File: src/design/sebfe_defs.svh
// Constants of the two-wire serial memory front end: codes, offsets, fields, timing.
// Assumes inclusion by bare name from the package and the design modules.
`ifndef SEBFE_DEFS_SVH
`define SEBFE_DEFS_SVH

// Fixed device-type code in the top four bits of the device byte
`define SEBFE_DEV_CODE 4'hA
// Content of an erased location
`define SEBFE_ERASED_BYTE 8'hFF

// Timing
`define SEBFE_CLK_NS 50
`define SEBFE_T_WR_NS 5000000

// Page buffer
`define SEBFE_FIFO_DEPTH 8
`define SEBFE_FIFO_WIDTH 19

// Register byte offsets
`define SEBFE_OFS_CTRL 12'h000
`define SEBFE_OFS_STATUS 12'h004
`define SEBFE_OFS_ADDR 12'h008
`define SEBFE_OFS_COUNT 12'h00C

// Field positions
`define SEBFE_CTRL_VAR_LSB 0
`define SEBFE_CTRL_VAR_MSB 1
`define SEBFE_STAT_BUSY 0
`define SEBFE_STAT_WP 1
`define SEBFE_STAT_ACTIVE 2
`define SEBFE_STAT_FULL 3

// Reset values
`define SEBFE_CTRL_RST 2'h0
`define SEBFE_ADDR_RST 11'h000

`endif

File: src/design/sebfe_pkg.sv
// Types shared by the serial memory front end and its page buffer.
// Assumes sebfe_defs.svh on the include path.
`include "sebfe_defs.svh"

package sebfe_pkg;

  // Capacity variants: 2K, 4K, 8K and 16K bit
  typedef enum logic [1:0] {
    VAR_2K,
    VAR_4K,
    VAR_8K,
    VAR_16K
  } sebfe_variant_t;

  typedef enum logic [2:0] {
    ST_IDLE,
    ST_DEV,
    ST_WADDR,
    ST_WDATA,
    ST_RDATA,
    ST_PROG
  } sebfe_state_t;

  // One buffered write: array address and byte
  typedef struct packed {
    logic [10:0] addr;
    logic [7:0] data;
  } sebfe_wr_t;

endpackage

File: src/design/sebfe_fifo.sv
// Small synchronous FIFO with valid/ready on both sides.
// Assumes a single clock and a synchronous active-high reset.
`timescale 1ns/100ps

module sebfe_fifo #(
  parameter int W = 19,
  parameter int DEPTH = 8
) (
  input wire logic clk_i,
  input wire logic rst_i,
  input wire logic in_valid_i,
  output logic in_ready_o,
  input wire logic [W-1:0] in_data_i,
  output logic out_valid_o,
  input wire logic out_ready_i,
  output logic [W-1:0] out_data_o
);
  localparam int AW = $clog2(DEPTH);

  logic [W-1:0] mem [DEPTH];
  logic [AW:0] wr_ptr;
  logic [AW:0] rd_ptr;
  logic full;
  logic empty;

  assign empty = (wr_ptr == rd_ptr);
  assign full = (wr_ptr[AW] != rd_ptr[AW]) && (wr_ptr[AW-1:0] == rd_ptr[AW-1:0]);
  assign in_ready_o = ~full;
  assign out_valid_o = ~empty;
  assign out_data_o = mem[rd_ptr[AW-1:0]];

  always_ff @(posedge clk_i) begin
    if (rst_i) begin
      wr_ptr <= '0;
    end else if (in_valid_i && !full) begin
      wr_ptr <= wr_ptr + 1'b1;
    end
  end

  always_ff @(posedge clk_i) begin
    if (in_valid_i && !full) begin
      mem[wr_ptr[AW-1:0]] <= in_data_i;
    end
  end

  always_ff @(posedge clk_i) begin
    if (rst_i) begin
      rd_ptr <= '0;
    end else if (out_ready_i && !empty) begin
      rd_ptr <= rd_ptr + 1'b1;
    end
  end

endmodule

File: src/design/sebfe_top.sv
// Two-wire serial slave front end of a byte-organised nonvolatile memory.
// Assumes SCL, SDA, WP and straps arrive asynchronously and are oversampled by
// CLK_SYS_I; the array itself sits outside behind the MEM_* ports.
//
// Overview of operation
// - Start condition begins every new operation
// - SDA rising while SCL high is stop
// - Stop during read returns to standby, released
// - Stop during write launches programming cycle once a data byte was accepted
// - SDA changes with SCL high are conditions
// - Variant sets number of compared strap pins
// - Open strap pins read as low
// - Select only when strap bits match
// - Write-protect high refuses every memory write
// - SDA only pulled low or released
// - Power-on-clear resets all internal state
// - Unwritten locations read all ones
// - Receiver acknowledges on ninth clock
// - Busy programming ignores bus, no acknowledge
// - Device-type code must match first
// - Unused strap positions select 256-byte blocks
`timescale 1ns/100ps
`include "sebfe_defs.svh"

module sebfe_top #(
  parameter int unsigned WR_CYCLES = `SEBFE_T_WR_NS / `SEBFE_CLK_NS
) (
  input wire logic CLK_SYS_I,
  input wire logic RST_I,
  input wire logic SCL_I,
  input wire logic SDA_I,
  output logic SDA_O,
  output logic SDA_OE_N_O,
  input wire logic WP_I,
  input wire logic STRAP_ADDR_PIN_LO_I,
  input wire logic STRAP_ADDR_PIN_MID_I,
  input wire logic STRAP_ADDR_PIN_HI_I,
  output logic [10:0] MEM_RADDR_O,
  input wire logic [7:0] MEM_RDATA_I,
  output logic MEM_WE_O,
  input wire logic MEM_WREADY_I,
  output logic [10:0] MEM_WADDR_O,
  output logic [7:0] MEM_WDATA_O,
  output logic BUSY_O,
  input wire logic PSEL_I,
  input wire logic PENABLE_I,
  input wire logic PWRITE_I,
  input wire logic [11:0] PADDR_I,
  input wire logic [31:0] PWDATA_I,
  output logic [31:0] PRDATA_O,
  output logic PREADY_O,
  output logic PSLVERR_O
);
  localparam int TW = $clog2(WR_CYCLES + 1);

  // ---------------------------------------------------------------
  // Declarations
  // ---------------------------------------------------------------
  logic scl_s1, scl_s2, scl_s3;
  logic sda_s1, sda_s2, sda_s3;
  logic wp_s1, wp_s2;
  logic [2:0] strap_s1, strap_s2;
  logic scl_rise, scl_fall, start_det, stop_det;

  sebfe_pkg::sebfe_state_t state;
  sebfe_pkg::sebfe_variant_t variant;
  logic [3:0] bit_cnt;
  logic [7:0] shin;
  logic [7:0] shout;
  logic rw;
  logic master_ack;
  logic sda_rel;
  logic [10:0] addr;
  logic [3:0] pend_cnt;
  logic [7:0] rdata_q;
  logic push;
  sebfe_pkg::sebfe_wr_t push_data;
  logic prog_start;
  logic prog_done;
  logic [TW-1:0] timer;
  logic [15:0] done_cnt;

  logic fifo_in_ready, fifo_out_valid, fifo_out_ready;
  logic [`SEBFE_FIFO_WIDTH-1:0] fifo_out_raw;
  sebfe_pkg::sebfe_wr_t fifo_out;

  logic [2:0] strap_mask;
  logic [2:0] blk;
  logic dev_hit;
  logic [10:0] next_page_addr;
  logic [10:0] next_seq_addr;
  logic [10:0] size_mask;
  logic [3:0] page_mask;

  logic [31:0] rd_mux;
  logic mapped;
  logic [31:0] prdata;

  // ---------------------------------------------------------------
  // Pin synchronisers
  // ---------------------------------------------------------------
  // Open straps are pulled low on the board side; here a low pin is just 0
  always_ff @(posedge CLK_SYS_I) begin
    if (RST_I) begin
      scl_s1 <= 1'b1;
      scl_s2 <= 1'b1;
      scl_s3 <= 1'b1;
      sda_s1 <= 1'b1;
      sda_s2 <= 1'b1;
      sda_s3 <= 1'b1;
      wp_s1 <= 1'b0;
      wp_s2 <= 1'b0;
      strap_s1 <= 3'h0;
      strap_s2 <= 3'h0;
    end else begin
      scl_s1 <= SCL_I;
      scl_s2 <= scl_s1;
      scl_s3 <= scl_s2;
      sda_s1 <= SDA_I;
      sda_s2 <= sda_s1;
      sda_s3 <= sda_s2;
      wp_s1 <= WP_I;
      wp_s2 <= wp_s1;
      strap_s1 <= {STRAP_ADDR_PIN_HI_I, STRAP_ADDR_PIN_MID_I, STRAP_ADDR_PIN_LO_I};
      strap_s2 <= strap_s1;
    end
  end

  assign scl_rise = scl_s2 & ~scl_s3;
  assign scl_fall = ~scl_s2 & scl_s3;
  // SDA moving while SCL stays high is never data
  assign start_det = scl_s2 & scl_s3 & sda_s3 & ~sda_s2;
  assign stop_det = scl_s2 & scl_s3 & ~sda_s3 & sda_s2;

  // ---------------------------------------------------------------
  // Address decode per variant
  // ---------------------------------------------------------------
  always_comb begin
    unique case (variant)
      sebfe_pkg::VAR_2K: begin
        strap_mask = 3'h7;
        size_mask = 11'h0FF;
        page_mask = 4'h7;
      end
      sebfe_pkg::VAR_4K: begin
        strap_mask = 3'h6;
        size_mask = 11'h1FF;
        page_mask = 4'hF;
      end
      sebfe_pkg::VAR_8K: begin
        strap_mask = 3'h4;
        size_mask = 11'h3FF;
        page_mask = 4'hF;
      end
      sebfe_pkg::VAR_16K: begin
        strap_mask = 3'h0;
        size_mask = 11'h7FF;
        page_mask = 4'hF;
      end
    endcase
  end

  // Device byte bits 3..1 are straps where compared, block selects elsewhere
  assign dev_hit = (shin[7:4] == `SEBFE_DEV_CODE) &&
                   (((shin[3:1] ^ strap_s2) & strap_mask) == 3'h0);
  assign blk = shin[3:1] & ~strap_mask;

  // Page writes wrap inside the page; sequential reads wrap over the array
  assign next_page_addr = (addr & ~{7'h00, page_mask}) |
                          ((addr + 11'h001) & {7'h00, page_mask});
  assign next_seq_addr = (addr + 11'h001) & size_mask;

  // ---------------------------------------------------------------
  // Serial protocol engine
  // ---------------------------------------------------------------
  always_ff @(posedge CLK_SYS_I) begin
    if (RST_I) begin
      state <= sebfe_pkg::ST_IDLE;
      bit_cnt <= 4'h0;
      shin <= 8'h00;
      shout <= `SEBFE_ERASED_BYTE;
      rw <= 1'b0;
      master_ack <= 1'b0;
      sda_rel <= 1'b1;
      addr <= `SEBFE_ADDR_RST;
      pend_cnt <= 4'h0;
      push <= 1'b0;
      push_data <= '0;
      prog_start <= 1'b0;
    end else begin
      push <= 1'b0;
      prog_start <= 1'b0;
      if (start_det && state != sebfe_pkg::ST_PROG) begin
        state <= sebfe_pkg::ST_DEV;
        // The SCL fall that ends the start would count as a bit; wrap it to zero
        bit_cnt <= 4'hF;
        sda_rel <= 1'b1;
        pend_cnt <= 4'h0;
      end else if (stop_det && state != sebfe_pkg::ST_PROG) begin
        sda_rel <= 1'b1;
        if (state == sebfe_pkg::ST_WDATA && pend_cnt != 4'h0) begin
          state <= sebfe_pkg::ST_PROG;
          prog_start <= 1'b1;
        end else begin
          state <= sebfe_pkg::ST_IDLE;
        end
      end else if (state == sebfe_pkg::ST_PROG) begin
        if (prog_done) begin
          state <= sebfe_pkg::ST_IDLE;
        end
      end else if (state != sebfe_pkg::ST_IDLE) begin
        if (scl_rise && bit_cnt != 4'h8) begin
          shin <= {shin[6:0], sda_s2};
        end
        if (scl_rise && bit_cnt == 4'h8) begin
          master_ack <= ~sda_s2;
        end
        if (scl_fall) begin
          if (bit_cnt == 4'h7) begin
            // Ninth clock: decide on acknowledge
            bit_cnt <= 4'h8;
            sda_rel <= 1'b1;
            unique case (state)
              sebfe_pkg::ST_DEV: begin
                if (dev_hit) begin
                  sda_rel <= 1'b0;
                  rw <= shin[0];
                  addr[10:8] <= blk;
                end else begin
                  state <= sebfe_pkg::ST_IDLE;
                end
              end
              sebfe_pkg::ST_WADDR: begin
                sda_rel <= 1'b0;
                addr[7:0] <= shin;
              end
              sebfe_pkg::ST_WDATA: begin
                // Protected or full buffer: byte is dropped and left unacknowledged
                if (!wp_s2 && fifo_in_ready && pend_cnt != 4'h8) begin
                  sda_rel <= 1'b0;
                  push <= 1'b1;
                  push_data <= '{addr: addr, data: shin};
                  pend_cnt <= pend_cnt + 4'h1;
                  addr <= next_page_addr;
                end
              end
              default: begin
                sda_rel <= 1'b1;
              end
            endcase
          end else if (bit_cnt == 4'h8) begin
            bit_cnt <= 4'h0;
            sda_rel <= 1'b1;
            unique case (state)
              sebfe_pkg::ST_DEV: begin
                if (rw) begin
                  state <= sebfe_pkg::ST_RDATA;
                  shout <= rdata_q;
                  sda_rel <= rdata_q[7];
                  addr <= next_seq_addr;
                end else begin
                  state <= sebfe_pkg::ST_WADDR;
                end
              end
              sebfe_pkg::ST_WADDR: begin
                state <= sebfe_pkg::ST_WDATA;
              end
              sebfe_pkg::ST_RDATA: begin
                if (master_ack) begin
                  shout <= rdata_q;
                  sda_rel <= rdata_q[7];
                  addr <= next_seq_addr;
                end else begin
                  state <= sebfe_pkg::ST_IDLE;
                end
              end
              default: begin
                sda_rel <= 1'b1;
              end
            endcase
          end else begin
            bit_cnt <= bit_cnt + 4'h1;
            if (state == sebfe_pkg::ST_RDATA) begin
              // Read bits change only after SCL has fallen
              shout <= {shout[6:0], 1'b1};
              sda_rel <= shout[6];
            end
          end
        end
      end
    end
  end

  // Read data is registered; the array answers well within one SCL phase
  always_ff @(posedge CLK_SYS_I) begin
    if (RST_I) begin
      rdata_q <= `SEBFE_ERASED_BYTE;
    end else begin
      rdata_q <= MEM_RDATA_I;
    end
  end

  // Open drain: the pad only ever pulls low
  assign SDA_O = 1'b0;
  assign SDA_OE_N_O = sda_rel;
  assign MEM_RADDR_O = addr;

  // ---------------------------------------------------------------
  // Programming cycle
  // ---------------------------------------------------------------
  sebfe_fifo #(
    .W(`SEBFE_FIFO_WIDTH),
    .DEPTH(`SEBFE_FIFO_DEPTH)
  ) u_page_buf (
    .clk_i(CLK_SYS_I),
    .rst_i(RST_I),
    .in_valid_i(push),
    .in_ready_o(fifo_in_ready),
    .in_data_i(push_data),
    .out_valid_o(fifo_out_valid),
    .out_ready_i(fifo_out_ready),
    .out_data_o(fifo_out_raw)
  );

  assign fifo_out = sebfe_pkg::sebfe_wr_t'(fifo_out_raw);
  // Buffer drains only while programming, so the array port can stall it
  assign fifo_out_ready = (state == sebfe_pkg::ST_PROG) & MEM_WREADY_I;
  assign MEM_WE_O = (state == sebfe_pkg::ST_PROG) & fifo_out_valid;
  assign MEM_WADDR_O = fifo_out.addr;
  assign MEM_WDATA_O = fifo_out.data;

  // Busy lasts the full write time even if the array drains early
  always_ff @(posedge CLK_SYS_I) begin
    if (RST_I) begin
      timer <= '0;
    end else if (prog_start) begin
      timer <= TW'(WR_CYCLES);
    end else if (timer != '0) begin
      timer <= timer - 1'b1;
    end
  end

  assign prog_done = (timer == '0) && !fifo_out_valid && !prog_start;
  assign BUSY_O = (state == sebfe_pkg::ST_PROG);

  always_ff @(posedge CLK_SYS_I) begin
    if (RST_I) begin
      done_cnt <= 16'h0000;
    end else if (state == sebfe_pkg::ST_PROG && prog_done) begin
      done_cnt <= done_cnt + 16'h0001;
    end
  end

  // ---------------------------------------------------------------
  // APB register slave
  // ---------------------------------------------------------------
  always_comb begin
    rd_mux = 32'h0000_0000;
    mapped = 1'b1;
    unique case (PADDR_I)
      `SEBFE_OFS_CTRL: begin
        rd_mux[`SEBFE_CTRL_VAR_MSB:`SEBFE_CTRL_VAR_LSB] = variant;
      end
      `SEBFE_OFS_STATUS: begin
        rd_mux[`SEBFE_STAT_BUSY] = BUSY_O;
        rd_mux[`SEBFE_STAT_WP] = wp_s2;
        rd_mux[`SEBFE_STAT_ACTIVE] = (state != sebfe_pkg::ST_IDLE);
        rd_mux[`SEBFE_STAT_FULL] = ~fifo_in_ready;
      end
      `SEBFE_OFS_ADDR: begin
        rd_mux[10:0] = addr;
      end
      `SEBFE_OFS_COUNT: begin
        rd_mux[15:0] = done_cnt;
      end
      default: begin
        mapped = 1'b0;
      end
    endcase
  end

  // Read data is captured in the setup cycle, so access needs no wait state
  always_ff @(posedge CLK_SYS_I) begin
    if (RST_I) begin
      prdata <= 32'h0000_0000;
    end else if (PSEL_I && !PENABLE_I) begin
      prdata <= rd_mux;
    end
  end

  always_ff @(posedge CLK_SYS_I) begin
    if (RST_I) begin
      variant <= sebfe_pkg::sebfe_variant_t'(`SEBFE_CTRL_RST);
    end else if (PSEL_I && PENABLE_I && PWRITE_I && PADDR_I == `SEBFE_OFS_CTRL) begin
      variant <= sebfe_pkg::sebfe_variant_t'(PWDATA_I[`SEBFE_CTRL_VAR_MSB:`SEBFE_CTRL_VAR_LSB]);
    end
  end

  assign PRDATA_O = prdata;
  assign PREADY_O = PSEL_I & PENABLE_I;
  assign PSLVERR_O = PSEL_I & PENABLE_I & ~mapped;

endmodule

File: config.mk
export PLATFORM = sky130hd
export DESIGN_NAME = sebfe_top
export DESIGN_NICKNAME = d
export VERILOG_FILES = /design/src/design/sebfe_pkg.sv /design/src/design/sebfe_fifo.sv /design/src/design/sebfe_top.sv
export VERILOG_INCLUDE_DIRS = /design/src /design/src/design
export SDC_FILE = /design/constraint.sdc
export NUM_CORES = 1
export LEC_CHECK = 0
export BUFFER_PORTS_ARGS = -buffer_cell sky130_fd_sc_hd__clkbuf_2
export CAP_MARGIN = 15
export CORE_UTILIZATION = 65
export CTS_BUF_LIST = sky130_fd_sc_hd__clkbuf_4
export CTS_CLUSTER_DIAMETER = 60
export CTS_CLUSTER_SIZE = 30
export DETAILED_ROUTE_END_ITERATION = 16
export PLACE_DENSITY = 0.87
export SYNTH_ARGS = -nofsm -noshare
export SYNTH_HDL_FRONTEND = slang
export SYNTH_HIERARCHICAL = 1
export SYNTH_SLANG_ARGS = --single-unit
File: constraint.sdc
create_clock -name CLK_SYS_I -period 8.07 [get_ports CLK_SYS_I]
set_input_delay 1.614 -clock CLK_SYS_I [delete_from_list [all_inputs] [get_ports CLK_SYS_I]]
set_output_delay 1.614 -clock CLK_SYS_I [all_outputs]
set_load 0.005 [all_outputs]
== Yosys cells after proc, flatten, opt, wreduce, memory -nomap -nowiden ==
Memories as Yosys holds them, arrays and structs flattened. A register that Yosys moved wholly into a read port is not among the register bits.
Index checks and enable logic that the tools add are counted.
W data, S select, Z words.

* Flip-flop bits (word level): 142
* Bits in latches: 0
* RAM bits: 152
* ROM bits: 0
* Input port bits: 64
* Output and inout port bits: 68
* Logic and storage cells: 238
* Memories kept: 1

* $add $sub $neg: 7
* Multipliers: 0
* Divide/modulo/power cells: 0
* Magnitude comparators: 0
* Eq/ne operators: 38
* Shift-type cells: 0
* Multiplexer cells: 60
* Bitwise logic cells: 34
* Reductions and logical operators: 65

{| class="wikitable"
|+ Memory list
! name !! words !! bits a word !! rd ports !! clocked after Yosys merged registers in !! wr ports !! RTL line !! RTL
|-
| u_page_buf.mem || 8 || 19 || 1 || 1 || 1 || sebfe_fifo.sv:20 || <nowiki>logic [W-1:0] mem [DEPTH];</nowiki>
|}

{| class="wikitable"
|+ Operators by type and width
! cell !! count
|-
| $mux W11 || 5
|-
| $mux W3 || 15
|-
| $pmux W11 S4 || 1
|-
| $mux W17 || 2
|-
| $reduce_and A8 Y1 || 4
|-
| $mux W4 || 7
|-
| $mux W7 || 4
|-
| $pmux W7 S2 || 2
|-
| $eq A12 B4 Y1 const B || 2
|-
| $and A11 B11 Y11 || 2
|-
| $pmux W11 S2 || 1
|-
| $logic_and A1 B1 Y1 || 18
|-
| $ne A3 B3 Y1 const B || 6
|-
| $logic_not A17 Y1 || 1
|-
| $reduce_bool A17 Y1 || 1
|-
| $sub A17 B1 Y17 const B || 1
|-
| $add A16 B1 Y16 const B || 1
|-
| $add A4 B1 Y4 const B || 4
|-
| $pmux W8 S2 || 1
|-
| $reduce_bool A4 Y1 || 4
|-
| $reduce_bool A3 Y1 || 5
|-
| $not A1 Y1 || 14
|-
| $mux W1 || 13
|-
| $eq A12 B3 Y1 const B || 1
|-
| 54 further kinds || 89
|}

== Longest topological paths before layout ==
* Depth in word-level cells: 13
* Depth in mapped cells: 10

== Hierarchy ==
Netlist, hierarchy kept.

{| class="wikitable"
|+ By module, submodules not included
! module !! times used !! cells each !! area an instance (um^2)
|-
| sebfe_fifo || 1 || 303 || 6490.0
|-
| sebfe_top || 1 || 744 || 6406.1
|}

== Worst setup path after synthesis ==
OpenSTA, ideal clock, no wires.

* Kind: in2out
* Start point: input PADDR_I[7]
* End point: output PSLVERR_O
* Arrival time: 2.638 ns
* Required time: 6.456 ns
* Path slack: 3.818 ns
* Stages: 3
* Path buffers: 0
* Cell sequence: or4_1 -> nor4_2 -> nor2_1

* Word-level cells in the longest chain between the ends: 5
* Elaborated cells between the ends (all ways): 8

{| class="wikitable"
|+ RTL lines
! what !! RTL line !! RTL
|-
| start: declaration || sebfe_top.sv:48 || <nowiki>input wire logic [11:0] PADDR_I,</nowiki>
|-
| $eq A12 B4 Y1, or another cell as far along || sebfe_top.sv:360 || <nowiki>unique case (PADDR_I)</nowiki>
|-
| $reduce_or A4 Y1 (no line) * || n/a ||
|-
| $mux W1 * || sebfe_top.sv:360 ||
|-
| $not A1 Y1 * || sebfe_top.sv:401 || <nowiki>assign PSLVERR_O = PSEL_I & PENABLE_I & ~mapped;</nowiki>
|-
| $and A1 B1 Y1 * || sebfe_top.sv:401 ||
|-
| end: declaration || sebfe_top.sv:52 || <nowiki>output logic PSLVERR_O</nowiki>
|}

Mark *: on every way between the ends. The rest lies on a longest branch, timed or not.

== Final worst setup path ==
Same ends and word-level chain as after synthesis.

==> impl_results.md <==
- Result of the run: finished clean
- Total wirelength of the detailed-routed design: approximately 26000 um
- Mapped cell area: approximately 13000 um^2
- Later-pin clock latency in the skew report: 0.69 ns
- Count of fill cells added during filler insertion: around 1400
- Std-Cell Core Area: approximately 20000 um^2
- Chip width: around 140 um
- Crit-path max FO: 7
- Wire length of the first global-routing pass: between 40000 and 50000 um
- Destination of the worst register-to-register timing path: state[0]
- Area share of fa/ha/maj cells after synthesis: 0.008732
- Site Rows: 51
- DP Area: between 10000 and 15000 um^2
- Worst Hold End: strap_s2[0]
- Post-layout minimum cycle time: 4.583 ns
- Number of hold buffers added after CTS: 0
- Overall die height: 142.9 um
- Overall track demand over capacity in global routing: 0.2538
- CTS H-Tree Depth: 1
- Start point of the worst min-delay path: strap_s1[0]
- Type of the worst setup path: input port to primary output
- Share of layout cells above drive strength 1: 0.2156
- Maximum clock skew at final layout: around 0.052 ns
- Sequential element share of the synthesized area: 0.5790
- Antenna cell count: 0
- Gate count after technology mapping: about 1000
- Number of pins with negative max-slew slack in the final report: 0
- Multiplexer fraction of the synthesized cell area: 0.1304
- Die Area: around 20000 um^2
- Mean area per synthesized cell: between 10 and 15 um^2
- Fin nets: around 1200
- Synth warnings: 6
- Post-Layout Inst Area: roughly 14000 um^2
- Library cells used by synthesis: 74
- Maximum vdd ir drop: approximately 0.22 mV
- Syn-to-layout area delta: 6.394%
- Power per cell area: 177.7 nW/um^2
- Number of setup buffers added after CTS: 0
- Fraction of synthesis flops using an asynchronous set or reset pin: 0
- TritonCTS Sinks: 297
- Vias per inst: approximately 6
- Worst hold path type: flop to flop
- Worst Tran Pin Value: roughly 1.1 ns
- Post-CTS sizing: 0
- Final routed wire length divided by cell count: roughly 19 um
- Max Buffers Root-to-Sink: 3
- Largest net degree at the start of global routing: between 80 and 90
- Simple logic cell fraction of the synthesized area: 0.1475
- Number of non-filler instances in the completed layout: around 1400
- DRT Pass-1 Iters: 7
- Reported max-cap violation count: 0
- Finished Core Util: 0.7050
- Main combinational cell family by area after synthesis: simple AND/OR/NAND/NOR gates
- Reg-to-reg startpoint: bit_cnt[0]
- Setup repair after global routing missed its margin: no
- Inserted Clock Buffers: 17
- Placer Congestion: 0.9008
- Worst R2R Setup Slack: 5.18 ns
- Register bit count reported by yosys: approximately 300
- Period Utilization, post-route: 0.5679
- Arr. time, crit path: slightly below 3 ns
- Number of enable-type register cells in the synthesized netlist: roughly 150
- Synth Area in Compound Gates: 0.06937
- Remaining number of nets flagged by the antenna check after routing: 0
- Most frequent standard cell in the layout excluding fill and tap cells: sky130_fd_sc_hd__edfxtp_1
- CTS tree: built
- Antenna violations before repair: 0
- Type of element launching the critical path: input port
- Clock-pin slew on the worst setup and hold paths: about 0.23 ns
- Commonest cells after routing, fill and taps aside: sky130_fd_sc_hd__edfxtp_1 (152), sky130_fd_sc_hd__dfxtp_1 (144), sky130_fd_sc_hd__nor2_1 (98)
- Drt drc: 0
- Synth Flop Type: sky130_fd_sc_hd__edfxtp_1
- Final HPWL from detailed placement: between 15000 and 20000 um
- Maximum clock frequency: between 200 and 250 MHz
- Final setup vio count: 0
- Number of global-route vias before repair: approximately 7800
- Count of input and output buffers: 84
- Leakage power summed over all cells: between 0.004 and 0.005 uW
- Hold Vio Cnt, Final: 0
- Share of the synthesized netlist area taken by xor and xnor gates: 0.02998
- Iter 0 DRT Violations: ~670
- Endpoint required time on the critical path: 6.46 ns
- Number of cells after detailed placement: between 1000 and 1500
- Clock root buffer: sky130_fd_sc_hd__clkbuf_4
- Worst relative slew slack: 0.2416
- Endpoint type of the worst setup path: primary output
- Number of I/O pins: ~130
- Overflow left after global routing: 0
- FF-to-FF path depth: 6
- Vias after detailed routing: 8293
- Starting density of the core: 0.6626
- Count of cells along the worst hold path: 1
- Setup TNS: 0 ns
==> synth_stat cells (15+ instances only) <==
library cell,number,area (um^2)
sky130_fd_sc_hd__a21oi_1,45,225.2
sky130_fd_sc_hd__buf_2,15,75.07
sky130_fd_sc_hd__buf_4,21,157.7
sky130_fd_sc_hd__clkbuf_1,29,108.9
sky130_fd_sc_hd__dfxtp_1,145,2903
sky130_fd_sc_hd__edfxtp_1,152,4564
sky130_fd_sc_hd__inv_1,17,63.81
sky130_fd_sc_hd__mux2_2,31,349.1
sky130_fd_sc_hd__mux2i_1,39,390.4
sky130_fd_sc_hd__mux4_2,40,900.9
sky130_fd_sc_hd__nand2_1,70,262.8
sky130_fd_sc_hd__nand3_1,22,110.1
sky130_fd_sc_hd__nand4_1,17,106.4
sky130_fd_sc_hd__nor2_1,99,371.6
sky130_fd_sc_hd__nor2b_1,29,181.4
sky130_fd_sc_hd__nor3_1,15,75.07
sky130_fd_sc_hd__o21ai_0,29,145.1
sky130_fd_sc_hd__or2_2,18,112.6
sky130_fd_sc_hd__or3_1,15,93.84
sky130_fd_sc_hd__xnor2_1,18,157.7
sky130_fd_sc_hd__xor2_1,23,201.4
==> critical path, stage by stage <==
cell and delay, ns:
sky130_fd_sc_hd__clkbuf_2 0.08, sky130_fd_sc_hd__or4_1 0.54, sky130_fd_sc_hd__nor4_2 0.54, sky130_fd_sc_hd__nor2_1 0.07, sky130_fd_sc_hd__clkbuf_2 0.13
==> state kept, by name, indices dropped and copies added (netlist names), 7 cells and up, named ones only <==
name            count
timer              17
u_page_buf/mem    152
MEM_RADDR_O        10
shin                8
shout               7
done_cnt           16
PRDATA_O           16
rdata_q             8
push_data          19
==> layout make-up <==
cell class | instances | area, um^2 | area share
flip-flops and latches | 297 | 7468 | 0.5443
multi-input cells | 677 | 5094 | 0.3712
well taps | 265 | 331.6 | 0.02417
clock inverters | 11 | 100.1 | 0.007295
clock buffers | 18 | 135.1 | 0.009849
inverters | 17 | 63.81 | 0.004651
repair buffers | 98 | 528.0 | 0.03848
==> metrics by stage <==
| step | hold slack [ns] | total power, uW | setup slack (ns) |
|---|---|---|---|
| after detailed placement | 0.4037 | 1885 | 3.504 |
| after global routing | 0.4453 | 2539 | 3.379 |
| after floorplan | 0.3895 | 1841 | 3.818 |
| after global placement | 0.3987 | 1876 | 3.520 |
| after CTS | 0.4401 | 2453 | 3.503 |
| final | 0.4238 | 2438 | 3.487 |
==> kinds of logic after synthesis <==
family	after synthesis
muxes	113
and+or+nand+nor	361
buffers and inverters	89
xor gates and xnor gates	42
AOI/OAI and AO/OA	135
other	1
adders and majority gates	9
DFF	297
==> worst max-delay path by stage <==
stage	end	startpoint	slack, ns
2_1_floorplan	PSLVERR_O	PADDR_I[7]	3.82
3_3_place_gp	PSLVERR_O	PADDR_I[7]	3.52
3_5_place_dp	PSLVERR_O	PADDR_I[7]	3.50
4_1_cts	PSLVERR_O	PADDR_I[7]	3.50
5_1_grt	PSLVERR_O	PADDR_I[7]	3.38
6_report	PSLVERR_O	PADDR_I[7]	3.49
==> where the power goes <==
group	internal [uW]	total, uW	leakage (uW)	switching, uW
Sequential	1600	1630	0.00258	27.6
Combinational	92.2	228	0.00205	136
Clock	129	582	0.000129	452
==> layer usage <==
layer	wire length [um]	share of wire	track usage
met4	726	0.028	0.07301
met1	11110	0.43	0.3330
met5	0	0	0
met3	963	0.038	0.02750
met2	12830	0.50	0.4469
No activity file was read; power rests on OpenSTA's default activity.
